==> src/iorsd_consts.vh <==
`ifndef IORSD_CONSTS_VH
`define IORSD_CONSTS_VH

// request kinds from the core
`define IORSD_KIND_IN        3'h0
`define IORSD_KIND_OUT       3'h1
`define IORSD_KIND_SET_BIT   3'h2
`define IORSD_KIND_CLR_BIT   3'h3
`define IORSD_KIND_SKIP_SET  3'h4
`define IORSD_KIND_SKIP_CLR  3'h5
`define IORSD_KIND_LOAD      3'h6
`define IORSD_KIND_STORE     3'h7

// address map limits
`define IORSD_BIT_TOP        6'h1F
`define IORSD_DS_OFFSET      8'h20
`define IORSD_DS_IO_TOP      8'h5F
`define IORSD_EXT_BASE       8'h60

// register offsets in I/O space
`define IORSD_OFS_PB_LEVEL   6'h03
`define IORSD_OFS_PB_DIR     6'h04
`define IORSD_OFS_PB_DRIVE   6'h05
`define IORSD_OFS_PC_LEVEL   6'h06
`define IORSD_OFS_PC_DIR     6'h07
`define IORSD_OFS_PC_DRIVE   6'h08
`define IORSD_OFS_PD_LEVEL   6'h09
`define IORSD_OFS_PD_DIR     6'h0A
`define IORSD_OFS_PD_DRIVE   6'h0B
`define IORSD_OFS_T0_FLAGS   6'h15
`define IORSD_OFS_T1_FLAGS   6'h16
`define IORSD_OFS_T2_FLAGS   6'h17
`define IORSD_OFS_PCHG_FLAGS 6'h1B
`define IORSD_OFS_XIRQ_FLAGS 6'h1C
`define IORSD_OFS_XIRQ_MASK  6'h1D
`define IORSD_OFS_SCRATCH0   6'h1E
`define IORSD_OFS_NVM_DATA   6'h20
`define IORSD_OFS_NVM_ADR_LO 6'h21
`define IORSD_OFS_NVM_ADR_HI 6'h22
`define IORSD_OFS_GEN_TMR    6'h23
`define IORSD_OFS_T0_CTL_A   6'h24
`define IORSD_OFS_T0_CTL_B   6'h25
`define IORSD_OFS_T0_COUNT   6'h26
`define IORSD_OFS_T0_CMP_A   6'h27
`define IORSD_OFS_T0_CMP_B   6'h28
`define IORSD_OFS_SCRATCH1   6'h2A
`define IORSD_OFS_SCRATCH2   6'h2B
`define IORSD_OFS_SPI_CTL    6'h2C
`define IORSD_OFS_SPI_STAT   6'h2D
`define IORSD_OFS_SPI_DATA   6'h2E
`define IORSD_OFS_CMP_CS     6'h30
`define IORSD_OFS_SLEEP_CTL  6'h33
`define IORSD_OFS_RST_CAUSE  6'h34

// implemented bit masks
`define IORSD_MSK_PC         8'h7F
`define IORSD_MSK_T0_FLAGS   8'h07
`define IORSD_MSK_T1_FLAGS   8'h27
`define IORSD_MSK_T2_FLAGS   8'h07
`define IORSD_MSK_PCHG_FLAGS 8'h07
`define IORSD_MSK_XIRQ       8'h03
`define IORSD_MSK_GEN_TMR    8'h83
`define IORSD_MSK_T0_CTL_A   8'hF3
`define IORSD_MSK_T0_CTL_B   8'h0F
`define IORSD_MSK_SPI_STAT   8'h01
`define IORSD_MSK_CMP_RW     8'hCF
`define IORSD_MSK_CMP_FLAG   8'h10
`define IORSD_MSK_SLEEP      8'h0F
`define IORSD_MSK_RST_CAUSE  8'h0F

// field positions
`define IORSD_POS_CMP_LEVEL  5
`define IORSD_POS_SPI_STAT   6

// reset value of every stored bit
`define IORSD_RST_VAL        8'h00

`endif

==> src/iorsd_decoder.v <==
`timescale 1ns/1ps
`include "iorsd_consts.vh"

module iorsd_decoder (
	// clock and reset
	input wire sys_clk_in,
	input wire reset_in,
	// core request
	input wire req_valid_in,
	input wire [2:0] req_kind_in,
	input wire [7:0] req_addr_in,
	input wire [2:0] req_bit_in,
	input wire [7:0] req_wdata_in,
	// core answer
	output reg ack_out,
	output reg [7:0] rdata_out,
	output reg skip_out,
	output reg refused_out,
	// port pin levels
	input wire [7:0] pin_b_in,
	input wire [7:0] pin_c_in,
	input wire [7:0] pin_d_in,
	// port control
	output reg [7:0] port_b_dir_out,
	output reg [7:0] port_b_drive_out,
	output reg [7:0] port_c_dir_out,
	output reg [7:0] port_c_drive_out,
	output reg [7:0] port_d_dir_out,
	output reg [7:0] port_d_drive_out,
	// peripheral events and status
	input wire [47:0] flag_set_in,
	input wire cmp_level_in,
	input wire [1:0] spi_status_in,
	input wire [3:0] reset_cause_in,
	output reg [47:0] flags_out,
	output reg [3:0] reset_cause_out,
	// peripheral write strobe
	output reg per_wr_out,
	output reg [5:0] per_addr_out,
	output reg [7:0] per_wdata_out
);

	localparam NUM_FLAG_REGS = 6;

	reg [7:0] mem_q [0:63];
	reg [7:0] rd_raw;
	reg [5:0] io_addr;
	reg is_data;
	reg is_bitop;
	reg is_write;
	reg is_read;
	reg refuse;
	reg in_io;
	reg [5:0] ds_io;
	reg [7:0] ds_full;
	integer k;

	wire [7:0] new_val;
	wire [7:0] clr_mask;
	wire bit_val;
	wire acc_ok;
	wire wr_ok;
	wire [47:0] flags_d;

	// bits that are stored for plain read/write registers
	function [7:0] rw_mask;
		input [5:0] a;
		begin
			case (a)
				`IORSD_OFS_PB_DIR, `IORSD_OFS_PB_DRIVE,
				`IORSD_OFS_PD_DIR, `IORSD_OFS_PD_DRIVE,
				`IORSD_OFS_SCRATCH0, `IORSD_OFS_NVM_DATA,
				`IORSD_OFS_NVM_ADR_LO, `IORSD_OFS_NVM_ADR_HI,
				`IORSD_OFS_T0_COUNT, `IORSD_OFS_T0_CMP_A,
				`IORSD_OFS_T0_CMP_B, `IORSD_OFS_SCRATCH1,
				`IORSD_OFS_SCRATCH2, `IORSD_OFS_SPI_CTL,
				`IORSD_OFS_SPI_DATA: rw_mask = 8'hFF;
				`IORSD_OFS_PC_DIR, `IORSD_OFS_PC_DRIVE: rw_mask = `IORSD_MSK_PC;
				`IORSD_OFS_XIRQ_MASK: rw_mask = `IORSD_MSK_XIRQ;
				`IORSD_OFS_GEN_TMR: rw_mask = `IORSD_MSK_GEN_TMR;
				`IORSD_OFS_T0_CTL_A: rw_mask = `IORSD_MSK_T0_CTL_A;
				`IORSD_OFS_T0_CTL_B: rw_mask = `IORSD_MSK_T0_CTL_B;
				`IORSD_OFS_SPI_STAT: rw_mask = `IORSD_MSK_SPI_STAT;
				`IORSD_OFS_CMP_CS: rw_mask = `IORSD_MSK_CMP_RW;
				`IORSD_OFS_SLEEP_CTL: rw_mask = `IORSD_MSK_SLEEP;
				default: rw_mask = 8'h00;
			endcase
		end
	endfunction

	// offset of each write-one-to-clear flag register
	function [5:0] flag_addr;
		input integer i;
		begin
			case (i)
				0: flag_addr = `IORSD_OFS_T0_FLAGS;
				1: flag_addr = `IORSD_OFS_T1_FLAGS;
				2: flag_addr = `IORSD_OFS_T2_FLAGS;
				3: flag_addr = `IORSD_OFS_PCHG_FLAGS;
				4: flag_addr = `IORSD_OFS_XIRQ_FLAGS;
				default: flag_addr = `IORSD_OFS_CMP_CS;
			endcase
		end
	endfunction

	function [7:0] flag_mask;
		input integer i;
		begin
			case (i)
				0: flag_mask = `IORSD_MSK_T0_FLAGS;
				1: flag_mask = `IORSD_MSK_T1_FLAGS;
				2: flag_mask = `IORSD_MSK_T2_FLAGS;
				3: flag_mask = `IORSD_MSK_PCHG_FLAGS;
				4: flag_mask = `IORSD_MSK_XIRQ;
				default: flag_mask = `IORSD_MSK_CMP_FLAG;
			endcase
		end
	endfunction

	// any documented register, stored or not
	function mapped;
		input [5:0] a;
		begin
			case (a)
				`IORSD_OFS_PB_LEVEL, `IORSD_OFS_PC_LEVEL, `IORSD_OFS_PD_LEVEL,
				`IORSD_OFS_T0_FLAGS, `IORSD_OFS_T1_FLAGS, `IORSD_OFS_T2_FLAGS,
				`IORSD_OFS_PCHG_FLAGS, `IORSD_OFS_XIRQ_FLAGS,
				`IORSD_OFS_RST_CAUSE: mapped = 1'b1;
				default: mapped = (rw_mask(a) != 8'h00);
			endcase
		end
	endfunction

	// address resolution and legality
	always @* begin
		ds_full = req_addr_in - `IORSD_DS_OFFSET;
		ds_io = ds_full[5:0];
		is_data = (req_kind_in == `IORSD_KIND_LOAD) ||
			(req_kind_in == `IORSD_KIND_STORE);
		is_bitop = (req_kind_in == `IORSD_KIND_SET_BIT) ||
			(req_kind_in == `IORSD_KIND_CLR_BIT) ||
			(req_kind_in == `IORSD_KIND_SKIP_SET) ||
			(req_kind_in == `IORSD_KIND_SKIP_CLR);
		is_write = (req_kind_in == `IORSD_KIND_OUT) ||
			(req_kind_in == `IORSD_KIND_STORE) ||
			(req_kind_in == `IORSD_KIND_SET_BIT) ||
			(req_kind_in == `IORSD_KIND_CLR_BIT);
		is_read = ~is_write;
		if (is_data) begin
			io_addr = ds_io;
			in_io = (req_addr_in >= `IORSD_DS_OFFSET) &&
				(req_addr_in <= `IORSD_DS_IO_TOP);
			// below the window lies the core's own register file
			refuse = (req_addr_in < `IORSD_DS_OFFSET);
		end else begin
			io_addr = req_addr_in[5:0];
			in_io = 1'b1;
			// I/O operations cannot reach beyond six address bits
			refuse = (req_addr_in[7:6] != 2'h0);
		end
		if (is_bitop && (io_addr > `IORSD_BIT_TOP)) begin
			refuse = 1'b1;
		end
	end

	// read value of the addressed register
	always @* begin
		case (io_addr)
			`IORSD_OFS_PB_LEVEL: rd_raw = pin_b_in;
			`IORSD_OFS_PC_LEVEL: rd_raw = pin_c_in & `IORSD_MSK_PC;
			`IORSD_OFS_PD_LEVEL: rd_raw = pin_d_in;
			`IORSD_OFS_T0_FLAGS: rd_raw = flags_out[7:0];
			`IORSD_OFS_T1_FLAGS: rd_raw = flags_out[15:8];
			`IORSD_OFS_T2_FLAGS: rd_raw = flags_out[23:16];
			`IORSD_OFS_PCHG_FLAGS: rd_raw = flags_out[31:24];
			`IORSD_OFS_XIRQ_FLAGS: rd_raw = flags_out[39:32];
			`IORSD_OFS_RST_CAUSE: rd_raw = {4'h0, reset_cause_out};
			`IORSD_OFS_SPI_STAT: rd_raw = (mem_q[io_addr] & `IORSD_MSK_SPI_STAT) |
				{spi_status_in, 6'h00};
			`IORSD_OFS_CMP_CS: rd_raw = (mem_q[io_addr] & `IORSD_MSK_CMP_RW) |
				flags_out[47:40] | {2'h0, cmp_level_in, 5'h00};
			// reserved locations and bits fall out as zero through the mask
			default: rd_raw = mem_q[io_addr] & rw_mask(io_addr);
		endcase
	end

	assign acc_ok = req_valid_in && !refuse && in_io;
	// reserved addresses take no write at all
	assign wr_ok = acc_ok && is_write && mapped(io_addr);

	iorsd_bit_op u_bit_op (
		.old_in(rd_raw),
		.wdata_in(req_wdata_in),
		.bit_in(req_bit_in),
		.set_in(req_kind_in == `IORSD_KIND_SET_BIT),
		.clr_in(req_kind_in == `IORSD_KIND_CLR_BIT),
		.new_out(new_val),
		.clr_mask_out(clr_mask),
		.bit_out(bit_val)
	);

	// sticky flags; a set arriving with the clear wins
	genvar g;
	generate
		for (g = 0; g < NUM_FLAG_REGS; g = g + 1) begin : g_flag
			wire hit;
			assign hit = wr_ok && (io_addr == flag_addr(g));
			assign flags_d[g*8 +: 8] = ((flags_out[g*8 +: 8] &
				~(hit ? clr_mask : 8'h00)) | flag_set_in[g*8 +: 8]) &
				flag_mask(g);
		end
	endgenerate

	// answer to the core, one cycle after the request
	always @(posedge sys_clk_in) begin
		if (reset_in) begin
			ack_out <= 1'b0;
			rdata_out <= 8'h00;
			skip_out <= 1'b0;
			refused_out <= 1'b0;
		end else begin
			ack_out <= req_valid_in;
			refused_out <= req_valid_in && refuse;
			rdata_out <= (acc_ok && is_read) ? rd_raw : 8'h00;
			skip_out <= acc_ok && (((req_kind_in == `IORSD_KIND_SKIP_SET) && bit_val) ||
				((req_kind_in == `IORSD_KIND_SKIP_CLR) && !bit_val));
		end
	end

	// stored register bits
	always @(posedge sys_clk_in) begin
		if (reset_in) begin
			for (k = 0; k < 64; k = k + 1) begin
				mem_q[k] <= `IORSD_RST_VAL;
			end
		end else if (wr_ok) begin
			mem_q[io_addr] <= new_val & rw_mask(io_addr);
		end
	end

	// port control mirrors, driven straight from flops
	always @(posedge sys_clk_in) begin
		if (reset_in) begin
			port_b_dir_out <= `IORSD_RST_VAL;
			port_b_drive_out <= `IORSD_RST_VAL;
			port_c_dir_out <= `IORSD_RST_VAL;
			port_c_drive_out <= `IORSD_RST_VAL;
			port_d_dir_out <= `IORSD_RST_VAL;
			port_d_drive_out <= `IORSD_RST_VAL;
		end else if (wr_ok) begin
			case (io_addr)
				`IORSD_OFS_PB_DIR: port_b_dir_out <= new_val;
				`IORSD_OFS_PB_DRIVE: port_b_drive_out <= new_val;
				`IORSD_OFS_PC_DIR: port_c_dir_out <= new_val & `IORSD_MSK_PC;
				`IORSD_OFS_PC_DRIVE: port_c_drive_out <= new_val & `IORSD_MSK_PC;
				`IORSD_OFS_PD_DIR: port_d_dir_out <= new_val;
				`IORSD_OFS_PD_DRIVE: port_d_drive_out <= new_val;
				default: port_b_dir_out <= port_b_dir_out;
			endcase
		end
	end

	// flags and reset cause bits
	always @(posedge sys_clk_in) begin
		if (reset_in) begin
			flags_out <= 48'h000000000000;
			reset_cause_out <= 4'h0;
		end else begin
			flags_out <= flags_d;
			// cause bits clear by writing zero; a new cause wins
			if (wr_ok && (io_addr == `IORSD_OFS_RST_CAUSE)) begin
				reset_cause_out <= (reset_cause_out & new_val[3:0]) | reset_cause_in;
			end else begin
				reset_cause_out <= reset_cause_out | reset_cause_in;
			end
		end
	end

	// write strobe to peripherals; timer strobe bits pass here although they read zero
	always @(posedge sys_clk_in) begin
		if (reset_in) begin
			per_wr_out <= 1'b0;
			per_addr_out <= 6'h00;
			per_wdata_out <= 8'h00;
		end else begin
			per_wr_out <= wr_ok;
			if (wr_ok) begin
				per_addr_out <= io_addr;
				per_wdata_out <= new_val;
			end
		end
	end

endmodule // iorsd_decoder

==> src/iorsd_bit_op.v <==
`timescale 1ns/1ps

module iorsd_bit_op (
	// current register value and request
	input wire [7:0] old_in,
	input wire [7:0] wdata_in,
	input wire [2:0] bit_in,
	input wire set_in,
	input wire clr_in,
	// results
	output wire [7:0] new_out,
	output wire [7:0] clr_mask_out,
	output wire bit_out
);

	wire [7:0] one_hot;

	assign one_hot = 8'h01 << bit_in;
	// for bit set/clear only the addressed bit changes, all others keep the old value; other requests pass wdata_in
	assign new_out = set_in ? (old_in | one_hot) :
		clr_in ? (old_in & ~one_hot) : wdata_in;
	// flags see a one only where a one is really written
	assign clr_mask_out = set_in ? one_hot : clr_in ? 8'h00 : wdata_in;
	assign bit_out = old_in[bit_in];

endmodule // iorsd_bit_op

==> config.mk <==
export PLATFORM = sky130hd
export DESIGN_NAME = iorsd_decoder
export DESIGN_NICKNAME = d
export VERILOG_FILES = /design/src/iorsd_decoder.v /design/src/iorsd_bit_op.v
export VERILOG_INCLUDE_DIRS = /design/src
export SDC_FILE = /design/constraint.sdc
export NUM_CORES = 1
export LEC_CHECK = 0
export BUFFER_PORTS_ARGS = -buffer_cell sky130_fd_sc_hd__buf_2
export CAP_MARGIN = 10
export CORE_ASPECT_RATIO = 0.8
export CORE_MARGIN = 1
export CORE_UTILIZATION = 54
export CTS_BUF_LIST = sky130_fd_sc_hd__clkbuf_4 sky130_fd_sc_hd__clkbuf_8 sky130_fd_sc_hd__clkbuf_16
export DETAILED_ROUTE_END_ITERATION = 6
export PLACE_DENSITY_LB_ADDON = 0.2
export SLEW_MARGIN = 20
export SYNTH_ARGS = -nofsm -noshare
export SYNTH_HDL_FRONTEND = slang
export SYNTH_SLANG_ARGS = --single-unit
export TNS_END_PERCENT = 1
==> constraint.sdc <==
create_clock -name sys_clk_in -period 3.4 [get_ports sys_clk_in]
set_clock_uncertainty 0.05 [all_clocks]
set_input_delay 0.17 -clock sys_clk_in [delete_from_list [all_inputs] [get_ports sys_clk_in]]
set_output_delay 0.17 -clock sys_clk_in [all_outputs]
set_load 0.05 [all_outputs]
**Word-level counts from Yosys, hierarchy flattened**

Memories as Yosys holds them, arrays and structs flattened.
Index checks and enable logic that the tools add are counted.

- Register bits: 92
- Bits in latches: 0
- RAM bits: 512
- ROM bits: 1536
- Output and inout port bits: 126
- Logic and storage cells: 152
- Memories: 4

- Add/subtract/negate cells: 1
- Multiply operators: 0
- Divide/modulo/power cells: 0
- $lt $le $gt $ge: 5
- Eq/ne operators: 24
- Shift-type cells: 1
- Multiplexer cells: 31
- Bitwise operators: 31
- Reduce and logical (&&, ||, !) cells: 40

Memories:

| name | words | bits a word | read ports | clocked after memory_dff | wr ports | line | text |
|---|---|---|---|---|---|---|---|
| (no name shown) | 64 | 8 | 1 | 0 | 0 | iorsd_decoder.v:69 | `case (a)` |
| (no name shown) | 64 | 8 | 1 | 0 | 0 | iorsd_decoder.v:69 |  |
| (no name shown) | 64 | 8 | 1 | 0 | 0 | iorsd_decoder.v:69 |  |
| mem_q | 64 | 8 | 1 | 0 | 64 | iorsd_decoder.v:45 | `reg [7:0] mem_q [0:63];` |

Operators with widths:

| cell | number |
|---|---|
| 8-bit one-hot mux with 11 select lines | 1 |
| 8-bit 2-to-1 mux | 7 |
| 6-bit by 5-bit == test with 1-bit output, second input constant | 5 |
| 6-bit 2-to-1 mux | 5 |
| 8-bit bitwise AND | 3 |
| 6-bit by 3-bit == test with 1-bit output, second input constant | 4 |
| 6-bit by 4-bit == test with 1-bit output, second input constant | 4 |
| 6-bit == test, second input constant | 3 |
| 1-bit logical AND | 18 |
| 3-bit == test, second input constant | 4 |
| 2-bit AND reduction | 6 |
| 1-bit 2-to-1 mux | 11 |
| 11-bit OR reduction | 1 |
| 3-bit bitwise AND | 3 |
| 3-bit 2-to-1 mux | 3 |
| 3-bit inverter | 3 |
| 3-bit OR | 3 |
| 9-bit OR reduction | 1 |
| 8-bit by 6-bit greater-or-equal comparator with 1-bit output, second input constant | 1 |
| 8-bit by 7-bit <= comparator with 1-bit output, second input constant | 1 |
| 1-bit logical OR | 8 |
| 8-bit by 6-bit < comparator with 1-bit output, second input constant | 1 |
| 8-bit inverter | 1 |
| 1-bit by 8-bit OR with 8-bit output | 1 |
| 31 further kinds | 35 |

**Depth between registers and ports, before layout**

Gate-level depths: netlist of the first run.

- Word-level depth: 16
- Gate-level depth with buffers: 19
- Gate-level depth less buffers: 11

**Hierarchy**

A second synthesis of the first run with hierarchy kept.

- Cell total of the unflattened synthesis: 2129
- Area total of the unflattened synthesis: 27042.2 µm²

Modules (own cells, without submodules):

| module | times used | cells each | area an instance (µm²) | seq. area each (µm²) |
|---|---|---|---|---|
| iorsd_decoder | 1 | 2064 | 26658.1 | 17216.5 |
| iorsd_bit_op | 1 | 65 | 384.1 | 0.0 |

**Worst setup path before layout of the first run**

Ideal clock, no wire load.

- Path type: input -> register
- Start point: input port req_addr_in[0]
- End point: memory mem_q[5][5] (data pin)
- Setup time: 0.262 ns
- Data arrival time: 3.307 ns
- Required time: 3.088 ns
- Path slack: -0.220 ns
- Stages: 19
- Path buffers: 8
- Cell sequence: buf_4 > buf_6 > inv_2 > buf_4 > buf_4 > buf_2 > ha_1 > and3b_1 > buf_1 > a22oi_1 > nor2_1 > a31oi_1 > o221ai_1 > or3_1 > a31oi_2 > or2_1 > buf_2 > buf_2 > nor2_1

RTL lines:

| what | line | text |
|---|---|---|
| start: declaration | iorsd_decoder.v:11 | `input wire [7:0] req_addr_in,` |
| end: declaration | iorsd_decoder.v:45 |  |

==> metrics.md, run 1 <==
| Metric | Value |
|---|---|
| Status | finished, violations left |
| Violated checks | design-rule violations |
| Synth Instances | 2,020 |
| DRC errors left | 4 |
| Htree depth | 2 |
| Core Box Area | 0.04735 mm2 |
| TritonRoute pass-1 iters | 7 |
| Clock net sink count | 572 |
| Peak supply drop | 0.4097 mV |
| Worst min path class | input port to flop |
| Std cell rows | 71 |
| GR Util met2 | 50.32% |
| Port Buffers | 162 |
| Reg area | 0.01626 mm2 |
| Sequential share of the synthesized area | 62.33% |
| Max_slew headroom | 22.10% |
| I/O pin count | 230 |
| Final setup viols | 0 |
| Layout cell share with drive strength beyond 1 | 25.26% |
| Wire per inst | 25.25 um |
| Count of pins over their slew limit | 0 |
| Antenna-violating nets left | 0 |
| Placed Instances | 3,157 |
| Power Total | 16.24 mW |
| Initial Util | 55.08% |
| Worst slew pin tran | 1.164 ns |
| RSZ-0062 raised after global routing | no |
| Via count | 19.69k |
| Drt initial violations | 2,859 |
| Number of global-route vias before repair | 18.90k |
| Most common cell after layout, fill and taps aside | edfxtp_1 |
| Worst Hold Path EP | skip_out$_SDFF_PP0_ |
| Layer with the highest usage | met2 |
| CTS clk-pin slew, worst paths | 0.06 ns |
| Syn Area/Cell | 12.91 um2 |
| Multi-input logic area | 0.009485 mm2 |
| Final hold viol count | 0 |
| Worst reg2reg endpoint | mem_q[29][7]$_SDFFCE_PN0P_ |
| Synthesis-stage register bit count | 572 |
| Filler instances | 3,514 |
| Fin crit period | 3.365 ns |
| Final setup TNS | 0 ns |
| Layout Area Growth over Synthesis | 22.86% |
| Clock Latency Late Sink | 0.63 ns |
| CTS Buf Count | 56 |
| Synth warn | 0 |
| Die Y | 198.6 um |
| RR Startpoint | mem_q[20][7]$_SDFFCE_PN0P_ |
| Asr flop ratio synth | 0% |
| Worst reg-to-reg setup slack | 0.03 ns |
| Number of max-cap violations | 0 |
| Crit path max fanout | 22 |
| Worst Path Required | 3.72 ns |
| Top cells by area, synth | edfxtp_1 55%, dfxtp_1 7.1%, nor2_1 4.2% |
| Crit path capture type | flop |
| Most frequent cells in the layout | 480 x edfxtp_1, 289 x nor2_1, 284 x conb_1 |
| GR Util met3 | 8.135% |
| Setup CP Type | flop to flop |
| Non-Filler Instances | 3,290 |
| Nets | 2,734 |
| Biggest area consumer among synthesized cells | edfxtp_1 |
| Fmax achieved | 297.2 MHz |
| Most used DFF post-synth | edfxtp_1 |
| Die area | 0.04918 mm2 |
| Pwr dens | 506.7 mW/mm2 |
| Leak | 12.75 nW |
| Post-synth top area share | 55.27% |
| Die width | 247.7 um |
| Min-delay src | req_kind_in[1] |
| CTS Root Buffer Type | clkbuf_16 |
| CTS tree | done |
| GR Util All Layers | 33.86% |
| Global placement routability congestion | 0.9624 |
| First-pass GRT wire length | 120,700 um |
| Min-Delay Path Depth | 4 |
| Worst setup SP type | flop |
| Crit path DAT | 3.68 ns |
| DRT Wirelength | 83,080 um |
| DR vias/cell | 5.985 |
| Netlist Area Pre-Place | 0.02608 mm2 |
| Reg2Reg Depth | 11 |
| Initial antenna violation count | 4 |
| Met1 Usage GRT | 49.39% |
| Period utilization | 98.98% |
| Largest net degree at the start of global routing | 182 |
| Post-synth EDFFs | 480 |
| Gr ovfl total | 0 |
| Clock Tree Buf Depth | 3 |
| Count of cell types in the netlist | 99 |
| HPWL Detailed | 58,800 um |
metrics by stage:
step	setup WS (ns)	util [%]	instance area [um2]	hold slack [ns]
final	0.03484	67.67	32040	0.02740
after global routing	0.001894	67.67	32040	0.03976
after CTS	0.1145	67.66	32040	0.003617
after detailed placement	-0.2093	63.27	29960	0.3319
after global placement	-0.1610	63.27	29960	0.3256
after floorplan	0.007258	-	27170	0.2374
layout make-up:
class	instances	share of cell area, %
diodes	2	0.01562
clock buffers	78	5.174
clock inverters	25	0.4295
inverters	25	0.2929
multi-input cells	1496	29.60
flip-flops and latches	572	50.73
well taps	620	2.421
repair buffers	472	11.34
cells by family after synthesis:
family | Yosys count | synth area share [%]
and+or+nand+nor | 612 | 11.25
DFF | 572 | 62.33
AOI/OAI and AO/OA | 431 | 12.82
buffers and inverters | 235 | 5.498
muxes | 160 | 7.681
adders and majority gates | 8 | 0.3742
other | 1 | 0.01438
xor gates and xnor gates | 1 | 0.03359
synthesized netlist by cell type, types with 33 or more instances:
master / instances
dfxtp_1: 92
nand2b_1: 38
nor2_1: 291
buf_4: 55
a21o_1: 37
mux2i_1: 79
buf_2: 52
a21oi_1: 46
clkbuf_1: 60
nand2_1: 77
o21ai_0: 53
a211oi_1: 50
buf_6: 33
nor3_1: 39
a221oi_1: 46
mux2_2: 52
edfxtp_1: 480
report_power, final:
part	total, mW	switching, mW	internal, mW	leakage (nW)
Clock	6.13	2.73	3.40	0.915
Combinational	2.05	1.33	0.716	6.17
Sequential	8.06	0.111	7.95	5.67
sequential cells by signal, summed over array words and instances (netlist names), 4 cells and up:
register	cells
reset_cause_out	4
port_c_dir_out	7
mem_q	480
port_d_dir_out	8
per_addr_out	6
per_wdata_out	8
port_b_dir_out	8
port_c_drive_out	7
port_d_drive_out	8
rdata_out	8
flags_out	16
port_b_drive_out	8
layer usage:
layer  wire [um]  vias to the layer above
li1            -                     8570
met1       33960                     9729
met2       36900                     1197
met3        9865                      190
met4        2333                        4
met5          21                        -
critical path: stages (launching register included):
cell and delay (ns):
edfxtp_1 0.37, mux2_4 0.28, a221o_1 0.32, a221oi_2 0.40
nor3_1 0.09, buf_4 0.17, o311ai_1 0.45, and3_1 0.29
a211oi_2 0.13, o21ai_4 0.22, buf_12 0.23, nor2_1 0.08
how the worst max path moves through the flow:
stage	from	end	slack, ns	cells past startpoint
floorplan	req_addr_in[0]	mem_q[5][5]$_SDFFCE_PN0P_	0.007	19
global route	mem_q[20][7]$_SDFFCE_PN0P_	mem_q[48][7]$_SDFFCE_PN0P_	0.002	11
detailed placement	req_kind_in[2]	mem_q[28][1]$_SDFFCE_PN0P_	-0.21	11
finish	mem_q[20][7]$_SDFFCE_PN0P_	mem_q[29][7]$_SDFFCE_PN0P_	0.03	11
global placement	req_kind_in[2]	mem_q[48][1]$_SDFFCE_PN0P_	-0.16	11
CTS	mem_q[20][6]$_SDFFCE_PN0P_	mem_q[8][6]$_SDFFCE_PN0P_	0.11	11
timing repair:
action / in CTS / in global routing
buffers inserted: 0 / 0
gates resized for setup: 0 / 1
hold buffers: 28 / 0
endpoints found under the setup margin: 0 / 1
endpoints found under the hold margin: 24 / 0
Power figures use the tool's default switching activity.
==> inputs of run 2 (changes only) <==
--- a/config.mk
+++ b/config.mk
@@ -14,6 +14,7 @@
 export CTS_BUF_LIST = sky130_fd_sc_hd__clkbuf_4 sky130_fd_sc_hd__clkbuf_8 sky130_fd_sc_hd__clkbuf_16
 export DETAILED_ROUTE_END_ITERATION = 6
 export PLACE_DENSITY_LB_ADDON = 0.2
+export RECOVER_POWER = 25
 export SLEW_MARGIN = 20
 export SYNTH_ARGS = -nofsm -noshare
 export SYNTH_HDL_FRONTEND = slang
==> run 2 against run 1 <==
Net effect: the flow finishes with violations (design-rule violations, max-capacitance violations, max-slew violations); first-iteration DRC count shrank 5.5%; count of clock-buffer cells in the layout stayed put; maximum frequency fell by 0.16%; sequential cell count did not move; register-to-register slack about the same; non-clock buffer count stayed put; combinational power about the same; wire length about the same; final cell count about the same; critical path type unchanged.
==> metrics.md, run 2 (same netlist as run 1, synthesis figures left out) <==
| Metric | Value |
|---|---|
| RSZ-0062 raised after global routing | no |
| Min-delay src | req_wdata_in[4] |
| Crit path max fanout | 22 |
| Setup WS pre-CTS | -0.2093 ns |
| I/O pin count | 230 |
| Via count | 19.65k |
| DRT Wirelength | 83,040 um |
| Worst Path Required | 3.71 ns |
| Gr ovfl total | 0 |
| Worst Slack Setup Final | 0.02954 ns |
| Fmax achieved | 296.7 MHz |
| Wire per inst | 25.23 um |
| Antenna-violating nets left | 0 |
| Filler instances | 3,580 |
| TritonRoute pass-1 iters | 7 |
| Clock net sink count | 572 |
| Port Buffers | 162 |
| Cell Chain, Critical Path | mux2_4, a221o_1, a221oi_2, nor3_1, buf_4, o311ai_1, and3_1, a211oi_2, o21ai_4, buf_12, nor2_1 |
| Initial antenna violation count | 4 |
| Die width | 247.7 um |
| Core Util, Final | 67.38% |
| CTS clk-pin slew, worst paths | 0.06 ns |
| Max stage delay on crit path | 0.46 ns |
| CTS Root Buffer Type | clkbuf_16 |
| Max FFs per register | 480 |
| Most frequent cells in the layout | 480 x edfxtp_1, 289 x nor2_1, 284 x conb_1 |
| Std cell rows | 71 |
| Max_slew headroom | -56.05% |
| Setup CP Type | flop to flop |
| First-pass GRT wire length | 120,700 um |
| CP max stage cell | o311ai_1 |
| Clock Latency Late Sink | 0.63 ns |
| Period utilization | 99.13% |
| CTS tree | done |
| DRC errors left | 6 |
| Worst setup SP type | flop |
| Die Y | 198.6 um |
| Drt initial violations | 2,703 |
| Worst slew pin tran | 2.341 ns |
| Most common cell after layout, fill and taps aside | edfxtp_1 |
| Final hold viol count | 0 |
| HPWL Detailed | 58,800 um |
| Nets | 2,734 |
| RR Startpoint | mem_q[20][7]$_SDFFCE_PN0P_ |
| Clock Tree Buf Depth | 3 |
| GR Util All Layers | 33.86% |
| Status | finished, violations left |
| Pwr dens | 508.6 mW/mm2 |
| Largest net degree at the start of global routing | 182 |
| Peak supply drop | 0.4117 mV |
| Final setup viols | 0 |
| Layout cell share with drive strength beyond 1 | 21.78% |
| Crit path DAT | 3.68 ns |
| Core Box Area | 0.04735 mm2 |
| Number of max-cap violations | 2 |
| Layout Area Growth over Synthesis | 22.34% |
| Count of pins over their slew limit | 247 |
| Crit path capture type | flop |
| CP startpoint | mem_q[20][7]$_SDFFCE_PN0P_ |
| Initial Util | 55.08% |
| Global placement routability congestion | 0.9624 |
| Worst min path class | input port to flop |
| Leak | 12.35 nW |
| DR vias/cell | 5.969 |
| Number of global-route vias before repair | 18.90k |
| Postcts setup bufs | 0 |
| CTS Buf Count | 56 |
| Fin crit period | 3.370 ns |
| Htree depth | 2 |
| Violated checks | design-rule violations, max-capacitance violations, max-slew violations |
| Die area | 0.04918 mm2 |
| Largest Register | mem_q |
| Largest registers | mem_q (480), flags_out (16) |
-- run 2: cell types whose count changed in the layout (fill, tap and decap cells not counted), sizes merged --
cell    before  now
clkbuf      79  173
diode        2    3
buf        443  349
-- run 2: what timing repair did --
item,4_1_cts,5_1_grt
endpoints found under the setup margin,0,1
resized for setup,0,1
hold endpoints to repair,24,0
hold buffers,28,0
-- run 2: worst paths after layout --
path,end,slack [ns],cells after the start
hold / removal,flags_out[44]$_SDFF_PP0_,0.03,6
setup / recovery,mem_q[48][7]$_SDFFCE_PN0P_,0.03,11
hold reg to reg,port_c_dir_out[3]$_SDFFE_PP0P_,0.44,2
setup reg to reg,mem_q[48][7]$_SDFFCE_PN0P_,0.03,11
-- run 2: area by class of cell --
| class | count | area, um2 | share of cell area, % |
|---|---|---|---|
| Tap cell | 620 | 775.7 | 2.431 |
| Clock inverter | 25 | 137.6 | 0.4314 |
| Multi-Input combinational cell | 1496 | 9485 | 29.73 |
| Inverter | 25 | 93.84 | 0.2941 |
| Antenna cell | 3 | 7.507 | 0.02353 |
| Sequential cell | 572 | 16260 | 50.95 |
| Clock buffer | 78 | 1658 | 5.196 |
| Timing Repair Buffer | 472 | 3492 | 10.95 |
-- run 2: per-stage QoR --
step                      area, um2  std cells  hold slack, ns  total power, mW  TNS (ns)
after global routing          31900       3290         0.03976            16.65         0
after detailed placement      29960       3157          0.3319            10.15    -25.64
after global placement        29960       3157          0.3256            10.11    -15.43
final                         31910       3291         0.02562            16.23         0
after CTS                     32040       3288        0.003617            16.21         0
after floorplan               27170       2303          0.2374            9.335         0
-- run 2: critical path: cells and delay by family (launching register included) --
| family | cells | cell delay (ns) |
|---|---|---|
| multiplexers | 1 | 0.28 |
| flip-flops | 1 | 0.37 |
| buffers and inverters | 2 | 0.40 |
| AO/OA/AOI/OAI | 5 | 1.52 |
| AND/OR/NAND/NOR | 3 | 0.47 |
-- run 2: report_power, final --
group	internal [mW]	switching, mW	leakage, nW
Clock	3.40	2.72	0.915
Combinational	0.710	1.33	5.77
Sequential	7.95	0.111	5.67
Total	12.1	4.16	12.4
-- run 2: per-layer routing --
layer	vias to the layer above	wire length, um	GRT usage [%]
met5	-	10	0
met4	2	2325	9.816
met3	178	9980	8.135
met2	1195	36890	50.32
met1	9702	33830	49.39
li1	8568	-	-
